[src/pkg/status_bank_pkg.sv]
/*
  Constants for the instrument status event bank: register selects,
  bit positions of each event register, implemented-bit masks, reset values.
  Assumes a host command decoder that turns status commands into strobes.
*/
package status_bank_pkg;

  // Register select codes on the host command port
  localparam logic [1:0] SEL_READING  = 2'h0;
  localparam logic [1:0] SEL_FAULT    = 2'h1;
  localparam logic [1:0] SEL_ACTIVITY = 2'h2;

  // Reading event bit positions
  localparam int BIT_OVER_RANGE  = 0;
  localparam int BIT_LOW1        = 1;
  localparam int BIT_HIGH1       = 2;
  localparam int BIT_LOW2        = 3;
  localparam int BIT_HIGH2       = 4;
  localparam int BIT_READY       = 5;
  localparam int BIT_STORE_AVAIL = 7;
  localparam int BIT_STORE_HALF  = 8;
  localparam int BIT_STORE_FULL  = 9;

  // Fault event bit positions
  localparam int BIT_REF_JUNCTION = 4;
  localparam int BIT_CAL_CONST    = 8;
  localparam int BIT_SELF_TRIM    = 9;

  // Activity event bit positions
  localparam int BIT_CALIBRATING = 0;
  localparam int BIT_MEASURING   = 4;
  localparam int BIT_TRIG_WAIT   = 5;
  localparam int BIT_FILT_SETTLE = 8;
  localparam int BIT_IDLE        = 10;

  // Implemented bits of each event register
  localparam logic [15:0] READING_MASK  = 16'h03bf;
  localparam logic [15:0] FAULT_MASK    = 16'h0310;
  localparam logic [15:0] ACTIVITY_MASK = 16'h0531;

  // Values after reset
  localparam logic [15:0] EVENT_RESET  = 16'h0000;
  localparam logic [15:0] ENABLE_RESET = 16'h0000;

  // Trace store occupancy width and thresholds
  localparam int          STORE_W     = 10;
  localparam logic [9:0]  STORE_AVAIL = 10'h002;

endpackage : status_bank_pkg
[src/hw/instrument_status_event_bank.sv]
/*
  Status event register bank: three sticky 16-bit event registers with
  clear-on-read, three enable masks, summary outputs and fault indicator.
  Assumes condition inputs come from logic on sys_clk; the host command
  decoder issues single-cycle read, mask-write and preset strobes.
*/
// Contract
// - Reading an event register clears all its bits; a bit raised in the same cycle stays set.
// - Query returns register value; each set bit is a one in binary.
// - Bit 0 of reading events sets on over-range reading.
// - Bits 1 and 2 set on first lower and upper limit violations.
// - Bits 3 and 4 set on second lower and upper limit violations.
// - Bit 5 sets when a reading is acquired and processed.
// - Bit 7 sets when trace store holds two or more readings.
// - Bit 8 sets when trace store reaches half capacity.
// - Bit 9 sets when trace store has no free locations.
// - Fault bit 4 sets on invalid reference junction measurement.
// - Fault bit 8 holds from bad constant until calibration succeeds.
// - Fault bit 9 holds from bad self-trim until later one succeeds.
// - Fault indicator is on while any fault event is present.
// - Activity bit 0 sets while calibrating.
// - Activity bit 4 sets while converting.
// - Activity bit 5 sets while waiting in trigger layer.
// - Activity bit 8 sets once averaging filter settles.
// - Activity bit 10 sets while idle.
// - Mask write loads the decimal value's pattern; 0 clears, 65535 fills.
// - Only enabled event bits drive the summary output.
// - Preset clears all three masks and nothing else.
module instrument_status_event_bank (
  input  wire logic        sys_clk,                  // System clock, 50 MHz
  input  wire logic        sys_rst,                  // Synchronous reset, active high
  input  wire logic        clk_en,                   // Freezes all state while low
  input  wire logic        reading_over_range,       // Reading beyond range
  input  wire logic        below_first_lower_limit,  // Reading below limit 1 low
  input  wire logic        above_first_upper_limit,  // Reading above limit 1 high
  input  wire logic        below_second_lower_limit, // Reading below limit 2 low
  input  wire logic        above_second_upper_limit, // Reading above limit 2 high
  input  wire logic        new_reading_ready,        // Pulse: reading processed
  input  wire logic [9:0]  store_count,              // Trace store occupancy
  input  wire logic [9:0]  store_capacity,           // Trace store size
  input  wire logic        ref_junction_invalid,     // Bad reference junction
  input  wire logic        cal_const_bad,            // Pulse: bad constant at power-up
  input  wire logic        cal_done_ok,              // Pulse: calibration succeeded
  input  wire logic        self_trim_invalid,        // Pulse: self-trim failed
  input  wire logic        self_trim_ok,             // Pulse: self-trim succeeded
  input  wire logic        calibrating,              // Calibration in progress
  input  wire logic        measuring,                // Conversion in progress
  input  wire logic        trig_waiting,             // Waiting in trigger layer
  input  wire logic        filter_settled,           // Averaging filter settled
  input  wire logic        idle_state,               // Instrument idle
  input  wire logic        event_rd,                 // Pulse: event register query
  input  wire logic        mask_wr,                  // Pulse: mask write
  input  wire logic [1:0]  reg_sel,                  // Register selected
  input  wire logic [15:0] decimal_mask_value,       // Mask pattern from host
  input  wire logic        status_preset,            // Pulse: clear all masks
  output logic      [15:0] rd_data,                  // Query answer
  output logic             rd_valid,                 // Pulse: answer valid
  output logic             reading_summary,          // Enabled reading event
  output logic             fault_summary,            // Enabled fault event
  output logic             activity_summary,         // Enabled activity event
  output logic             fault_indicator,          // Front fault lamp
  output logic             cal_default_used          // Default constant in use
);

  // Latched event registers and their next values
  logic [15:0] reading_ev;            // Reading events
  logic [15:0] fault_ev;              // Fault events
  logic [15:0] activity_ev;           // Activity events
  logic [15:0] next_reading_ev;       // Next reading events
  logic [15:0] next_fault_ev;         // Next fault events
  logic [15:0] next_activity_ev;      // Next activity events

  // Enable masks and their next values
  logic [15:0] reading_en;            // Reading enable mask
  logic [15:0] fault_en;              // Fault enable mask
  logic [15:0] activity_en;           // Activity enable mask
  logic [15:0] next_reading_en;       // Next reading mask
  logic [15:0] next_fault_en;         // Next fault mask
  logic [15:0] next_activity_en;      // Next activity mask

  // Persistent calibration faults
  logic        cal_bad;               // Default constant in use
  logic        trim_bad;              // Last self-trim failed
  logic        next_cal_bad;          // Next constant state
  logic        next_trim_bad;         // Next self-trim state

  // Query answer and status outputs
  logic [15:0] next_rd_data;          // Next query answer
  logic        next_rd_valid;         // Next answer strobe
  logic        next_reading_summary;  // Next reading summary
  logic        next_fault_summary;    // Next fault summary
  logic        next_activity_summary; // Next activity summary
  logic        next_fault_indicator;  // Next fault lamp
  logic        next_cal_default_used; // Next default flag

  // Events raised this cycle and decoded query strobes
  logic [15:0] reading_set;           // Reading events now
  logic [15:0] fault_set;             // Fault events now
  logic [15:0] activity_set;          // Activity events now
  logic [10:0] half_x2;               // Twice the occupancy, no overflow
  logic        reading_clr;           // Query of reading events
  logic        fault_clr;             // Query of fault events
  logic        activity_clr;          // Query of activity events
  logic        query_known;           // Query names a register

  // Sticky update: set wins over the read clear
  function automatic logic [15:0] latch_ev(input logic [15:0] cur,
                                           input logic [15:0] set,
                                           input logic        clr,
                                           input logic [15:0] mask);
    latch_ev = ((clr ? 16'h0000 : cur) | set) & mask;
  endfunction : latch_ev

  // Query strobe aimed at one register select
  function automatic logic query_hits(input logic       rd,
                                      input logic [1:0] sel,
                                      input logic [1:0] code);
    query_hits = rd && (sel == code);
  endfunction : query_hits

  // Any enabled event bit present
  function automatic logic any_enabled(input logic [15:0] ev,
                                       input logic [15:0] en);
    any_enabled = |(ev & en);
  endfunction : any_enabled

  // Query decode: which register a read strobe clears
  always_comb begin
    reading_clr  = query_hits(event_rd, reg_sel, status_bank_pkg::SEL_READING);
    fault_clr    = query_hits(event_rd, reg_sel, status_bank_pkg::SEL_FAULT);
    activity_clr = query_hits(event_rd, reg_sel, status_bank_pkg::SEL_ACTIVITY);
    query_known  = reading_clr || fault_clr || activity_clr;
  end

  // Event sources, mapped onto bit positions
  always_comb begin
    half_x2 = {store_count, 1'b0};
    reading_set = 16'h0000;
    reading_set[status_bank_pkg::BIT_OVER_RANGE]  = reading_over_range;
    reading_set[status_bank_pkg::BIT_LOW1]        = below_first_lower_limit;
    reading_set[status_bank_pkg::BIT_HIGH1]       = above_first_upper_limit;
    reading_set[status_bank_pkg::BIT_LOW2]        = below_second_lower_limit;
    reading_set[status_bank_pkg::BIT_HIGH2]       = above_second_upper_limit;
    reading_set[status_bank_pkg::BIT_READY]       = new_reading_ready;
    reading_set[status_bank_pkg::BIT_STORE_AVAIL] =
      store_count >= status_bank_pkg::STORE_AVAIL;
    reading_set[status_bank_pkg::BIT_STORE_HALF]  =
      (store_capacity != 10'h000) && (half_x2 >= {1'b0, store_capacity});
    reading_set[status_bank_pkg::BIT_STORE_FULL]  =
      (store_capacity != 10'h000) && (store_count >= store_capacity);
    fault_set = 16'h0000;
    fault_set[status_bank_pkg::BIT_REF_JUNCTION] = ref_junction_invalid;
    fault_set[status_bank_pkg::BIT_CAL_CONST]    = next_cal_bad;
    fault_set[status_bank_pkg::BIT_SELF_TRIM]    = next_trim_bad;
    activity_set = 16'h0000;
    activity_set[status_bank_pkg::BIT_CALIBRATING] = calibrating;
    activity_set[status_bank_pkg::BIT_MEASURING]   = measuring;
    activity_set[status_bank_pkg::BIT_TRIG_WAIT]   = trig_waiting;
    activity_set[status_bank_pkg::BIT_FILT_SETTLE] = filter_settled;
    activity_set[status_bank_pkg::BIT_IDLE]        = idle_state;
  end

  // Persistent calibration fault conditions
  always_comb begin
    next_cal_bad  = cal_bad;
    next_trim_bad = trim_bad;
    if (cal_done_ok) begin
      next_cal_bad = 1'b0;
    end
    if (cal_const_bad) begin
      next_cal_bad = 1'b1;
    end
    if (self_trim_ok) begin
      next_trim_bad = 1'b0;
    end
    if (self_trim_invalid) begin
      next_trim_bad = 1'b1;
    end
  end

  // Persistent calibration fault registers
  always_ff @(posedge sys_clk) begin
    if (sys_rst) begin
      cal_bad  <= 1'b0;
      trim_bad <= 1'b0;
    end else if (clk_en) begin
      cal_bad  <= next_cal_bad;
      trim_bad <= next_trim_bad;
    end
  end

  // Reading events: read clear, then this cycle's sets
  always_comb begin
    next_reading_ev = latch_ev(reading_ev, reading_set, reading_clr,
                               status_bank_pkg::READING_MASK);
  end

  // Reading event register
  always_ff @(posedge sys_clk) begin
    if (sys_rst) begin
      reading_ev <= status_bank_pkg::EVENT_RESET;
    end else if (clk_en) begin
      reading_ev <= next_reading_ev;
    end
  end

  // Fault events: persistent faults re-raise their bit each cycle
  always_comb begin
    next_fault_ev = latch_ev(fault_ev, fault_set, fault_clr,
                             status_bank_pkg::FAULT_MASK);
  end

  // Fault event register
  always_ff @(posedge sys_clk) begin
    if (sys_rst) begin
      fault_ev <= status_bank_pkg::EVENT_RESET;
    end else if (clk_en) begin
      fault_ev <= next_fault_ev;
    end
  end

  // Activity events: read clear, then this cycle's sets
  always_comb begin
    next_activity_ev = latch_ev(activity_ev, activity_set, activity_clr,
                                status_bank_pkg::ACTIVITY_MASK);
  end

  // Activity event register
  always_ff @(posedge sys_clk) begin
    if (sys_rst) begin
      activity_ev <= status_bank_pkg::EVENT_RESET;
    end else if (clk_en) begin
      activity_ev <= next_activity_ev;
    end
  end

  // Enable masks: preset beats a mask write in the same cycle
  always_comb begin
    next_reading_en  = reading_en;
    next_fault_en    = fault_en;
    next_activity_en = activity_en;
    if (status_preset) begin
      next_reading_en  = status_bank_pkg::ENABLE_RESET;
      next_fault_en    = status_bank_pkg::ENABLE_RESET;
      next_activity_en = status_bank_pkg::ENABLE_RESET;
    end else if (mask_wr) begin
      unique case (reg_sel)
        status_bank_pkg::SEL_READING:  next_reading_en  = decimal_mask_value;
        status_bank_pkg::SEL_FAULT:    next_fault_en    = decimal_mask_value;
        status_bank_pkg::SEL_ACTIVITY: next_activity_en = decimal_mask_value;
        default: ;
      endcase
    end
  end

  // Enable mask registers
  always_ff @(posedge sys_clk) begin
    if (sys_rst) begin
      reading_en  <= status_bank_pkg::ENABLE_RESET;
      fault_en    <= status_bank_pkg::ENABLE_RESET;
      activity_en <= status_bank_pkg::ENABLE_RESET;
    end else if (clk_en) begin
      reading_en  <= next_reading_en;
      fault_en    <= next_fault_en;
      activity_en <= next_activity_en;
    end
  end

  // Query answer: old contents go out, an unknown select answers zero
  always_comb begin
    next_rd_valid = query_known;
    next_rd_data  = rd_data;
    if (event_rd) begin
      unique case (reg_sel)
        status_bank_pkg::SEL_READING:  next_rd_data = reading_ev;
        status_bank_pkg::SEL_FAULT:    next_rd_data = fault_ev;
        status_bank_pkg::SEL_ACTIVITY: next_rd_data = activity_ev;
        default:                       next_rd_data = 16'h0000;
      endcase
    end
  end

  // Query answer registers; the word stands until the next query
  always_ff @(posedge sys_clk) begin
    if (sys_rst) begin
      rd_data  <= 16'h0000;
      rd_valid <= 1'b0;
    end else if (clk_en) begin
      rd_data  <= next_rd_data;
      rd_valid <= next_rd_valid;
    end
  end

  // Summaries, lamp and default flag follow the next register contents
  always_comb begin
    next_reading_summary  = any_enabled(next_reading_ev, next_reading_en);
    next_fault_summary    = any_enabled(next_fault_ev, next_fault_en);
    next_activity_summary = any_enabled(next_activity_ev, next_activity_en);
    next_fault_indicator  = |next_fault_ev;
    next_cal_default_used = next_cal_bad;
  end

  // Registered status outputs
  always_ff @(posedge sys_clk) begin
    if (sys_rst) begin
      reading_summary  <= 1'b0;
      fault_summary    <= 1'b0;
      activity_summary <= 1'b0;
      fault_indicator  <= 1'b0;
      cal_default_used <= 1'b0;
    end else if (clk_en) begin
      reading_summary  <= next_reading_summary;
      fault_summary    <= next_fault_summary;
      activity_summary <= next_activity_summary;
      fault_indicator  <= next_fault_indicator;
      cal_default_used <= next_cal_default_used;
    end
  end

endmodule : instrument_status_event_bank

[config.mk]
export PLATFORM = sky130hd
export DESIGN_NAME = instrument_status_event_bank
export DESIGN_NICKNAME = d
export VERILOG_FILES = /design/src/pkg/status_bank_pkg.sv /design/src/hw/instrument_status_event_bank.sv
export SDC_FILE = /design/constraint.sdc
export NUM_CORES = 1
export LEC_CHECK = 0
export BUFFER_PORTS_ARGS = -buffer_cell sky130_fd_sc_hd__buf_2
export CAP_MARGIN = 0
export CORE_ASPECT_RATIO = 1.75
export CORE_MARGIN = 4
export CORE_UTILIZATION = 33
export DETAILED_ROUTE_END_ITERATION = 8
export SYNTH_ARGS = -nofsm -noshare
export SYNTH_HDL_FRONTEND = slang
export SYNTH_SLANG_ARGS = --single-unit
[constraint.sdc]
create_clock -name sys_clk -period 2.65 [get_ports sys_clk]
set_input_delay 0.265 -clock sys_clk [delete_from_list [all_inputs] [get_ports sys_clk]]
set_output_delay 0.265 -clock sys_clk [all_outputs]
set_load 0.01 [all_outputs]
After elaboration in Yosys (flattened, before gate mapping)
Index checks and enable logic that the tools add are counted.
{ "classes": {"order_cmp": 3, "n_eq_ne": 2, "n_mux": 17, "bitwise_logic": 6, "reduce_logical": 14} }
{ "ops": {"columns": ["operator", "count"], "rows": [
  ["$mux W16", 9],
  ["$reduce_or A16 Y1", 3],
  ["$pmux W11 S3", 1],
  ["$and A10 B16 Y16", 2],
  ["$mux W10", 2],
  ["$or A10 B10 Y10", 2],
  ["$and A11 B16 Y16", 1],
  ["$ge A11 B10 Y1", 1],
  ["$mux W11", 1],
  ["$or A11 B11 Y11", 1],
  ["$ge A10 B10 Y1", 1],
  ["$ge A10 B2 Y1 const B", 1],
  ["$reduce_bool A10 Y1", 1],
  ["$logic_and A1 B1 Y1", 5],
  ["$mux W1", 4],
  ["$reduce_or A3 Y1", 1],
  ["$eq A2 B1 Y1 const B", 1],
  ["$eq A2 B2 Y1 const B", 1],
  ["$logic_not A2 Y1", 1],
  ["$logic_or A1 B1 Y1", 2],
  ["$reduce_and A2 Y1", 1]
]} }
{ "word_totals": {"regBits": 88, "input_bits": 60, "output_inout_bits": 22, "word_cells": 56} }

Logic depth before layout (Yosys ltp)
Gate-level depths: netlist (run 1).
{ "depth": {"word_depth": 6, "depth_mapped": 8, "depth_no_buf": 8} }

Worst setup path before layout (run 1)
No wires, ideal clock.
{ "synth_path": {"path_kind": "in2reg", "from": "input port reg_sel[0]", "to": "register reading_summary", "setup_time_ns": 0.133, "arrival_ns": 1.919, "required_ns": 2.517, "path_slack_ns": 0.597, "path_stages": 8, "n_path_buf": 2, "cell_sequence": "buf_4 > nor3b_4 > buf_2 > mux2i_1 > nor3_1 > a2111o_1 > a2111oi_2 > a311oi_1"} }
{ "synth_via": {"elab_chain_cells": 6, "elab_cells_between_ends": 9, "classes_between": "4 x mux; 2 x bitwise; 3 x reduce/logical"} }
{ "synth_lines": {"columns": ["element", "line", "source"], "rows": [
  ["start: declaration", "instrument_status_event_bank.sv:53", "input wire logic [1:0] reg_sel,"],
  ["$logic_not A2 Y1 *", "instrument_status_event_bank.sv:118, instrument_status_event_bank.sv:247", null],
  ["$mux W16 / $logic_and A1 B1 Y1 (equally long branches)", "instrument_status_event_bank.sv:247, instrument_status_event_bank.sv:118", null],
  ["$mux W16 / $mux W10 (equally long branches)", "instrument_status_event_bank.sv:246, instrument_status_event_bank.sv:111", null],
  ["$mux W16 / $or A10 B10 Y10 (equally long branches)", "instrument_status_event_bank.sv:242, instrument_status_event_bank.sv:111", null],
  ["$and A10 B16 Y16 *", "instrument_status_event_bank.sv:124", "any_enabled = |(ev & en);"],
  ["$reduce_or A16 Y1 *", "instrument_status_event_bank.sv:124", null],
  ["end signal: assignment", "instrument_status_event_bank.sv:312", "reading_summary <= next_reading_summary;"],
  ["end: declaration", "instrument_status_event_bank.sv:58", "output logic reading_summary,"]
]} }
Every way passes the cells marked *; elsewhere a longest branch is shown, timed or not.
A chain may end at the register's enable or synchronous reset.

Worst setup path after layout (run 1)
{ "layout_path": {"from": "input port reg_sel[1]", "to": "register reading_summary"} }
The elaborated chain is that of the path after synthesis.

==> results.sh, run 1 <==
export IMPL_rsz0062_at_grt="false"
export IMPL_start_util_pct=34.27
export IMPL_relSlewSlack_pct=35.31
export IMPL_slew_viol_final=0
export IMPL_cts_tree="done"
export IMPL_outcome="finished, final reports clean"
export IMPL_power_leakage_nw=1.528
export IMPL_fill_cells=916
export IMPL_multi_input_area_mm2=0.001672
export IMPL_power_frac_comb_pct=15.1
export IMPL_post_cts_setup_buffers=0
export IMPL_final_setup_tns_ns=0
export IMPL_vias=2728
export IMPL_drive_gt1_share_pct=20.64
export IMPL_grt_pass1_wl_um=13060
export IMPL_finClkSkew_ns=0.003813
export IMPL_io_pins=82
export IMPL_p_per_area_mw_per_mm2=563.9
export IMPL_synth_edf_count=0
export IMPL_dp_hpwl_um=6446
export IMPL_regArea_mm2=0.001021
export IMPL_synth_avg_cell_area_um2=8.217
export IMPL_first_iter_violations=188
export IMPL_clk_pin_slew_ns=0.07
export IMPL_critPathLaunchType="primary input"
export IMPL_place_gp_congestion=0.8714
export IMPL_arrival_ns=2.20
export IMPL_required_ns=2.78
export IMPL_yosysTopAreaCell="dfxtp_1"
export IMPL_ant_nets=0
export IMPL_cp_max_fo=11
export IMPL_p_switching_uw=492.1
export IMPL_root_buffer="clkbuf_16"
export IMPL_post_route_period_util_pct=78.04
export IMPL_fp_row_count=44
export IMPL_hp_class="primary input to flip-flop"
export IMPL_cts_sinks=51
export IMPL_io_buffers=69
export IMPL_ir_worst_vdd_v=0.0003210
export IMPL_antenna_found_initial=0
export IMPL_fin_crit_ns=2.068
export IMPL_clk_latency_ns=0.29
export IMPL_yosys_warnings=0
export IMPL_yosysTopAreaCellShare_pct=35.60
export IMPL_die_w_um=78.47
export IMPL_wl_per_cell_um=15.85
export IMPL_synth_ff_type="dfxtp_1"
export IMPL_synth_seq_cells=51
export IMPL_pre_cts_ws_ns=0.3170
export IMPL_cts_resized=0
export IMPL_fp_dieH_um=131.3
export IMPL_crit_type="primary input to flip-flop"
export IMPL_worst_slew_pin_slew_ns=0.9704
export IMPL_first_global_vias=2678
export IMPL_p_clk_share_pct=42.8
export IMPL_core_area_mm2=0.008368
export IMPL_yosysSeqAreaShare_pct=35.60
export IMPL_intPower_mw=1.457
export IMPL_grt_max_degree=52
export IMPL_synthCells=349
export IMPL_h_tree_depth=2
export IMPL_clockBufferDepth=2
export IMPL_drc=0
export IMPL_drv_cap=0
export IMPL_setup_slack_ns=0.5819
export IMPL_diodes=0
export IMPL_setup_viol=0
export IMPL_async_flop_share_pct=0
export IMPL_avgViaCountPerCell=5.226
export IMPL_end_kind="flip-flop"
export IMPL_grt_ovfl_total=0
export IMPL_synthesis_area_mm2=0.002868
export IMPL_area_delta_synth_final_pct=20.55
export IMPL_grt_util_all_layers_pct=16.04
export IMPL_seqPwrFrac_pct=42.1
export IMPL_wirelength_um=8275
export IMPL_dieArea_mm2=0.01030
export IMPL_hold_violations=0
export IMPL_fmax_ghz=0.4835
export IMPL_swShare_pct=25.24
export IMPL_synth_distinct_cells=40
export IMPL_holdBufCountCts=0
export IMPL_cts_buffers_inserted=5
export IMPL_fin_nets=485
export IMPL_drt_pass1_iter_count=4
export IMPL_ys_top_cells_by_area="dfxtp_1, mux2i_1, ha_1"
## kinds of logic (layout without fill, tap and decap cells)
group | after synthesis | count (layout) | share of synthesized area [%]
buffers and inverters | 42 | 95 | 6.762
AND/OR/NAND/NOR | 121 | 121 | 19.59
adder cells (fa/ha/maj) | 19 | 19 | 8.290
AO/OA/AOI/OAI | 91 | 91 | 21.25
flip-flops | 51 | 51 | 35.60
multiplexers | 24 | 24 | 8.377
other | 1 | 6 | 0.1308
## Yosys cell counts (all sizes together) (3+ instances only)
cell type,instances
nand2,14
nand3b,4
a22oi,17
mux2i,24
o21ai,10
nor4,3
buf,14
dfxtp,51
nand3,6
a21o,5
nand4,4
clkbuf,14
a211oi,6
inv,14
a32oi,8
ha,19
a21oi,32
nor3,20
nor2,61
## worst max-delay path, cell delays in order
cell	delay [ns]
buf_2	0.18
or3b_1	0.57
a21oi_1	0.25
nor3_1	0.07
a2111o_1	0.42
a2111oi_2	0.31
a311oi_1	0.14
## state kept, by name, indices dropped and copies added, names as in the netlist
name and cells:
trim_bad 1, fault_summary 1, rd_data 10, reading_summary 1, rd_valid 1, fault_ev 3, fault_en 3, cal_default_used 1
reading_ev 9, fault_indicator 1, activity_summary 1, activity_en 5, activity_ev 5, reading_en 9
## per-stage QoR
step	util [%]	hold slack, ns	power [mW]	cells	instance area [um^2]
finish	41.31	0.2440	1.949	522	3457
global route	41.31	0.2558	2.037	522	3457
CTS	41.31	0.2412	1.969	522	3457
detailed placement	39.01	0.4538	1.133	514	3264
global placement	39.01	0.4382	1.125	514	3264
floorplan	-	0.4300	1.019	354	2887
## layout by cell type, fill, tap and decap left out, types with 10 or more instances in the layout
master and count:
buf_2 69, nor2_1 61, dfxtp_1 51, a21oi_1 32, mux2i_1 24, nor3_1 20
ha_1 19, a22oi_1 17, inv_1 14, nand2_1 14, o21ai_0 10
## worst paths after layout
| path | slack, ns | startpoint | depth (start not counted) | to |
|---|---|---|---|---|
| min reg2reg | 0.45 | rd_data[10] | 2 | rd_data[10] |
| max reg2reg | 0.98 | reading_en[9] | 6 | reading_summary |
| max | 0.58 | reg_sel[1] | 7 | reading_summary |
| min | 0.24 | trig_waiting | 3 | activity_ev[5] |
## layout make-up
class | count | area share (%)
clock buffer | 5 | 3.619
clock inverter | 3 | 1.954
inverter | 14 | 1.520
multi-input combinational | 261 | 48.35
sequential | 51 | 29.53
tap | 115 | 4.162
timing repair buffer | 73 | 10.86
## metal layers
metal / wire, um / GRT usage [%] / vias up
met5: 0 / 0 / -
met4: 189 / 6.615 / 0
met3: 462 / 2.945 / 9
met2: 4685 / 30.87 / 80
met1: 2937 / 16.43 / 1275
li1: - / - / 1364
## power groups by stage
stage	logic, mW	clock network [mW]	registers [mW]
floorplan	0.186	0	0.833
global placement	0.289	0	0.836
detailed placement	0.296	0	0.836
CTS	0.297	0.853	0.819
global route	0.331	0.884	0.822
finish	0.295	0.835	0.820
No activity file was read; power rests on OpenSTA's default activity.
==> inputs of run 2 (changes only) <==
- ABC_AREA: unset -> 1
- clock period: 2.65 -> 2.1 ns (I/O delays scaled with it)
==> run 2 against run 1 <==
  * Non-clock buffer count increased by 3
  * Register-to-register slack hardly changed
  * Final area up 6.2%
  * Synthesized cell count up 34%
  * Utilization decreased by 0.96 points
  * Final cell count rose by 25%
  * Critical path type unchanged
==> results.sh, run 2 <==
export IMPL_slew_viol_final=0
export IMPL_swShare_pct=28.23
export IMPL_clockBufferDepth=2
export IMPL_root_buffer="clkbuf_16"
export IMPL_synth_seq_cells=51
export IMPL_area_delta_synth_final_pct=19.18
export IMPL_synthesis_area_mm2=0.003079
export IMPL_slowest_stage="buf_4"
export IMPL_async_flop_share_pct=0
export IMPL_core_area_mm2=0.009094
export IMPL_final_cell_mix="nand2_1, buf_2, inv_1, nor2_1, a21oi_1"
export IMPL_drv_cap=0
export IMPL_grt_ovfl_total=0
export IMPL_post_place_cells=647
export IMPL_synth_fa_ha_area_share_pct=7.720
export IMPL_setup_viol=0
export IMPL_yosys_warnings=0
export IMPL_ir_worst_vdd_v=0.0004759
export IMPL_worst_hold_slack_ns=0.1763
export IMPL_yosysSeqAreaShare_pct=33.16
export IMPL_diodes=0
export IMPL_hp_class="primary input to flip-flop"
export IMPL_yosys_area_share_simple_pct=26.86
export IMPL_io_pins=82
export IMPL_power_frac_comb_pct=19.1
export IMPL_h_tree_depth=2
export IMPL_antenna_found_initial=0
export IMPL_hold_violations=0
export IMPL_drc=0
export IMPL_grt_max_degree=27
export IMPL_io_buffers=69
export IMPL_final_setup_tns_ns=0
export IMPL_synth_compound_area_share_pct=19.83
export IMPL_arrival_ns=1.53
export IMPL_p_switching_uw=652.8
export IMPL_finClkSkew_ns=0.004000
export IMPL_drt_pass1_iter_count=4
export IMPL_clk_pin_slew_ns=0.07
export IMPL_place_gp_congestion=0.8904
export IMPL_place_area_mm2=0.003526
export IMPL_layout_commonest_cell="nand2_1"
export IMPL_p_clk_share_pct=35.2
export IMPL_dp_hpwl_um=6828
export IMPL_synth_xor_area_share_pct=0
export IMPL_cts_tree="done"
export IMPL_rsz0062_at_grt="false"
export IMPL_vias=3139
export IMPL_wl_per_cell_um=12.96
export IMPL_reg_top3="rd_data: 10 flops, reading_en: 9 flops, reading_ev: 9 flops"
export IMPL_holdBufCountCts=0
export IMPL_required_ns=2.33
export IMPL_cp_buffers_inverters=3
export IMPL_fin_crit_ns=1.301
export IMPL_grt_util_all_layers_pct=16.04
export IMPL_start_util_pct=33.86
export IMPL_cp_top_family="simple AND/OR/NAND/NOR gates"
export IMPL_synth_top_family_by_area="simple AND/OR/NAND/NOR gates"
export IMPL_intPower_mw=1.659
export IMPL_critPathLaunchType="primary input"
export IMPL_synth_common_cells="nand2_1, inv_1, nor2_1"
export IMPL_p_per_area_mw_per_mm2=630.0
export IMPL_synth_distinct_cells=31
export IMPL_synth_avg_cell_area_um2=6.565
export IMPL_crit_type="primary input to flip-flop"
export IMPL_synthCells=469
export IMPL_synthMuxAreaShare_pct=0
export IMPL_first_iter_violations=161
export IMPL_fmax_ghz=0.7685
export IMPL_cp_max_fo=12
export IMPL_first_global_vias=2982
export IMPL_max_stage_delay_ns=0.19
export IMPL_ant_nets=0
export IMPL_post_cts_setup_buffers=0
export IMPL_post_route_period_util_pct=61.97
export IMPL_avgViaCountPerCell=4.800
export IMPL_drive_gt1_share_pct=18.16
export IMPL_stdcell_count=654
export IMPL_cts_sinks=51
export IMPL_grt_pass1_wl_um=13570
export IMPL_yosysTopAreaCell="dfxtp_1"
export IMPL_design_area_mm2=0.003670
export IMPL_power_leakage_nw=1.866
export IMPL_wirelength_um=8473
export IMPL_synth_ff_type="dfxtp_1"
export IMPL_seqPwrFrac_pct=45.7
export IMPL_cts_buffers_inserted=5
export IMPL_yosysMostFrequentCell="nand2_1"
export IMPL_ys_top_cells_by_area="dfxtp_1, nand2_1, a21oi_1"
export IMPL_synth_edf_count=0
export IMPL_die_w_um=81.02
export IMPL_largest_register_ffs=10
export IMPL_cts_resized=0
export IMPL_dieArea_mm2=0.01100
export IMPL_largest_register="rd_data"
export IMPL_crit_chain="buf_2, nor2_4, buf_4, nand2_2, inv_1, nor2_1, nor2_1, nand2_1, nand3_1, nor2_1, nand2_1, nand2_1, a21oi_1"
export IMPL_yosysTopAreaCellShare_pct=33.16
export IMPL_end_kind="flip-flop"
export IMPL_clk_latency_ns=0.29
export IMPL_outcome="finished, final reports clean"
export IMPL_fp_dieH_um=135.8
export IMPL_fp_row_count=46
export IMPL_fin_nets=613
-- run 2: changes by cell type in the layout (fill, tap and decap cells not counted), moves of 7 or more --
cell,previous run,this run
nor3_1,20,1
mux2i_1,24,0
inv_1,14,65
nand3_1,6,20
o21ai_0,10,34
o211ai_1,0,10
nor2_1,61,54
a21oi_1,32,52
a22oi_1,17,0
nand2_1,14,104
a32oi_1,8,0
-- run 2: area by class of cell --
type	count	area [um^2]
Clock buffer	6	138.9
Sequential cell	51	1021
Clock inverter	1	5.005
Tap cell	120	150.1
Inverter	69	259.0
Fill cell	1042	5424
Timing Repair Buffer	76	397.9
Multi-Input combinational cell	331	1698
-- run 2: metal layers --
| layer | track usage, % | routed length, um | up-vias |
|---|---|---|---|
| li1 | - | - | 1629 |
| met1 | 15.60 | 3100 | 1404 |
| met2 | 31.61 | 4714 | 95 |
| met3 | 2.929 | 423 | 11 |
| met4 | 6.579 | 234 | 0 |
| met5 | 0 | 0 | - |
-- run 2: worst register-to-register path: stages (launching register included) --
cell     delay [ns]
dfxtp_1        0.32
a21oi_1        0.23
nor2_1         0.07
nor2_1         0.09
nand2_1        0.06
nor2_1         0.08
nand2_1        0.05
nand2_1        0.05
a21oi_1        0.05
-- run 2: cell families after synthesis --
logic type | count (synthesis)
AND/OR/NAND/NOR | 195
AO/OA/AOI/OAI | 111
buffers and inverters | 92
flip-flops | 51
adder cells (fa/ha/maj) | 19
other | 1
-- run 2: final timing paths --
kind / startpoint / endpoint / slack [ns] / cells after the start
max reg2reg: reading_ev[0] / reading_summary / 0.97 / 8
min reg2reg: rd_data[1] / rd_data[1] / 0.47 / 2
max: reg_sel[1] / reading_summary / 0.80 / 13
min: below_first_lower_limit / reading_ev[1] / 0.18 / 3
-- run 2: stage by stage --
step | total power [mW] | setup slack, ns | utilization, %
floorplan | 1.367 | 0.8331 | -
global placement | 1.511 | 0.5033 | 38.77
detailed placement | 1.522 | 0.5085 | 38.77
CTS | 2.339 | 0.7949 | 40.36
global route | 2.454 | 0.6529 | 40.36
finish | 2.312 | 0.7987 | 40.36
-- run 2: power groups by stage --
stage                     clock, mW  sequential [mW]  combinational, mW
after global placement            0             1.07              0.436
final                         0.814             1.06              0.442
after detailed placement          0             1.08              0.445
after CTS                     0.836             1.06              0.447
after global routing          0.884             1.06              0.508
after floorplan                   0             1.08              0.291
==> inputs of run 3 (changes only) <==
- clock period: 2.1 -> 1.2 ns (I/O delays scaled with it)
==> run 3 against run 2 <==
  * First-iteration DRC count is 4.3% higher
  * Clock-buffer cell count unchanged
  * Non-clock buffer count grew 37
  * Sequential power up 75%
  * Final area rose by 12%
  * Critical path type is now flip-flop to flip-flop
  * Largest power group unchanged
==> results.sh, run 3 (synthesis results as in run 2) <==
export IMPL_cp_top_family="compound AO/OA/AOI/OAI gates"
export IMPL_intPower_mw=3.239
export IMPL_use_met1_pct=17.91
export IMPL_antenna_found_initial=0
export IMPL_fill_cells=953
export IMPL_timing_rr_end="reading_summary"
export IMPL_critPathLaunchType="flip-flop"
export IMPL_arrival_ns=1.35
export IMPL_cts_sinks=51
export IMPL_fp_dieH_um=135.8
export IMPL_end_kind="flip-flop"
export IMPL_hold_violations=0
export IMPL_min_from="measuring"
export IMPL_wirelength_um=9101
export IMPL_drt_pass1_iter_count=4
export IMPL_cp_max_fo=2
export IMPL_start_util_pct=33.86
export IMPL_clk_pin_slew_ns=0.07
export IMPL_crit_path_start="reading_ev[5]"
export IMPL_p_per_area_mw_per_mm2=1085
export IMPL_reg2regPathDepth=8
export IMPL_h_tree_depth=2
export IMPL_holdBufCountCts=0
export IMPL_area_delta_synth_final_pct=33.36
export IMPL_core_area_mm2=0.009094
export IMPL_grt_max_degree=27
export IMPL_place_gp_congestion=0.9155
export IMPL_fmax_ghz=0.8962
export IMPL_power_frac_comb_pct=20.9
export IMPL_drc=0
export IMPL_grt_util_met2_pct=32.57
export IMPL_grt_busiest_layer="met2"
export IMPL_worst_hold_slack_ns=0.1103
export IMPL_grt_pass1_wl_um=14680
export IMPL_slowest_stage="dfxtp_1"
export IMPL_slew_viol_final=0
export IMPL_root_buffer="clkbuf_16"
export IMPL_dp_hpwl_um=7446
export IMPL_ant_nets=0
export IMPL_rrSetupSlack_ns=0.08
export IMPL_cts_resized=0
export IMPL_reg_top3="rd_data: 10 flops, reading_en: 9 flops, reading_ev: 9 flops"
export IMPL_drv_cap=0
export IMPL_fin_nets=650
export IMPL_largest_register_ffs=10
export IMPL_first_iter_violations=168
export IMPL_vias=3263
export IMPL_required_ns=1.43
export IMPL_avgViaCountPerCell=4.715
export IMPL_diodes=0
export IMPL_max_stage_delay_ns=0.33
export IMPL_finClkSkew_ns=0.004475
export IMPL_cts_tree="done"
export IMPL_die_w_um=81.02
export IMPL_outcome="finished, final reports clean"
export IMPL_p_switching_mw=1.217
export IMPL_power_leakage_nw=2.073
export IMPL_use_met3_pct=2.863
export IMPL_setup_viol=0
export IMPL_final_cell_mix="nand2_1, buf_2, inv_1, nor2_1, dfxtp_1"
export IMPL_cts_buffers_inserted=5
export IMPL_min_to="activity_ev[4]"
export IMPL_largest_register="rd_data"
export IMPL_post_route_period_util_pct=92.99
export IMPL_swShare_pct=27.31
export IMPL_clk_latency_ns=0.29
export IMPL_first_global_vias=3200
export IMPL_p_clk_share_pct=37.5
export IMPL_seqPwrFrac_pct=41.5
export IMPL_timing_rr_start="reading_ev[5]"
export IMPL_io_buffers=69
export IMPL_fin_util_pct=45.16
export IMPL_grt_util_all_layers_pct=17.26
export IMPL_drive_gt1_share_pct=26.92
export IMPL_crit_chain="inv_1, o21bai_1, nand2_1, nand3_1, nor2_1, nand2_1, nand2_1, a21oi_2"
export IMPL_path_common_cell="nand2_1"
export IMPL_clockBufferDepth=2
export IMPL_crit_type="flip-flop to flip-flop"
export IMPL_cp_buffers_inverters=1
export IMPL_fp_row_count=46
export IMPL_io_pins=82
export IMPL_hp_class="primary input to flip-flop"
export IMPL_post_cts_setup_buffers=0
export IMPL_whs_path_depth=3
export IMPL_layout_commonest_cell="nand2_1"
export IMPL_wl_per_cell_um=13.15
export IMPL_ir_worst_vdd_v=0.0005893
export IMPL_grt_ovfl_total=0
export IMPL_dieArea_mm2=0.01100
export IMPL_fin_crit_ns=1.116
## run 3: changes by cell type in the layout (fill, tap and decap cells not counted), sizes merged
cell / delta
buf: +37
bufinv: +1
## run 3: worst min-delay path, stage by stage
cell and delay (ns):
buf_2 0.09, a21oi_1 0.05, a21oi_1 0.11
## run 3: final cells by class
| cell class | count | area (um^2) | share of cell area [%] |
|---|---|---|---|
| Sequential cell | 51 | 1021 | 24.86 |
| Tap cell | 120 | 150.1 | 3.656 |
| Multi-Input combinational cell | 331 | 1769 | 43.08 |
| Clock inverter | 2 | 35.03 | 0.8531 |
| Timing Repair Buffer | 113 | 733.2 | 17.85 |
| Clock buffer | 6 | 138.9 | 3.382 |
| Inverter | 69 | 259.0 | 6.307 |
## run 3: worst max path at each step
stage / end / slack, ns / cells after the start
final: reading_summary / 0.08 / 8
after global routing: reading_summary / -0.02 / 14
after CTS: reading_summary / 0.006 / 13
after detailed placement: reading_summary / -0.29 / 13
after global placement: reading_summary / -0.27 / 13
after floorplan: reading_summary / 0.02 / 12
## run 3: per-stage QoR
stage / worst slack (ns) / TNS [ns] / power (mW) / cell area (um^2) / std cells
after floorplan: 0.02311 / 0 / 2.392 / 3098 / 474
after global placement: -0.2711 / -1.604 / 2.764 / 3854 / 684
after detailed placement: -0.2852 / -2.047 / 2.787 / 3854 / 684
after CTS: 0.005832 / 0 / 4.459 / 4028 / 692
after global routing: -0.02002 / -0.02002 / 4.704 / 4106 / 692
final: 0.08415 / 0 / 4.455 / 4106 / 692
## run 3: routing by layer
layer	share of wire, %	vias to the layer above
met5	0	-
li1	-	1706
met1	37	1460
met3	4.5	19
met2	55	78
met4	3.3	0
## run 3: power groups by stage
stage | Sequential, mW | Clock (mW) | Combinational [mW]
2_1_floorplan | 1.88 | 0 | 0.509
3_3_place_gp | 1.88 | 0 | 0.880
3_5_place_dp | 1.89 | 0 | 0.900
4_1_cts | 1.85 | 1.71 | 0.904
5_1_grt | 1.86 | 1.79 | 1.06
6_report | 1.85 | 1.67 | 0.933
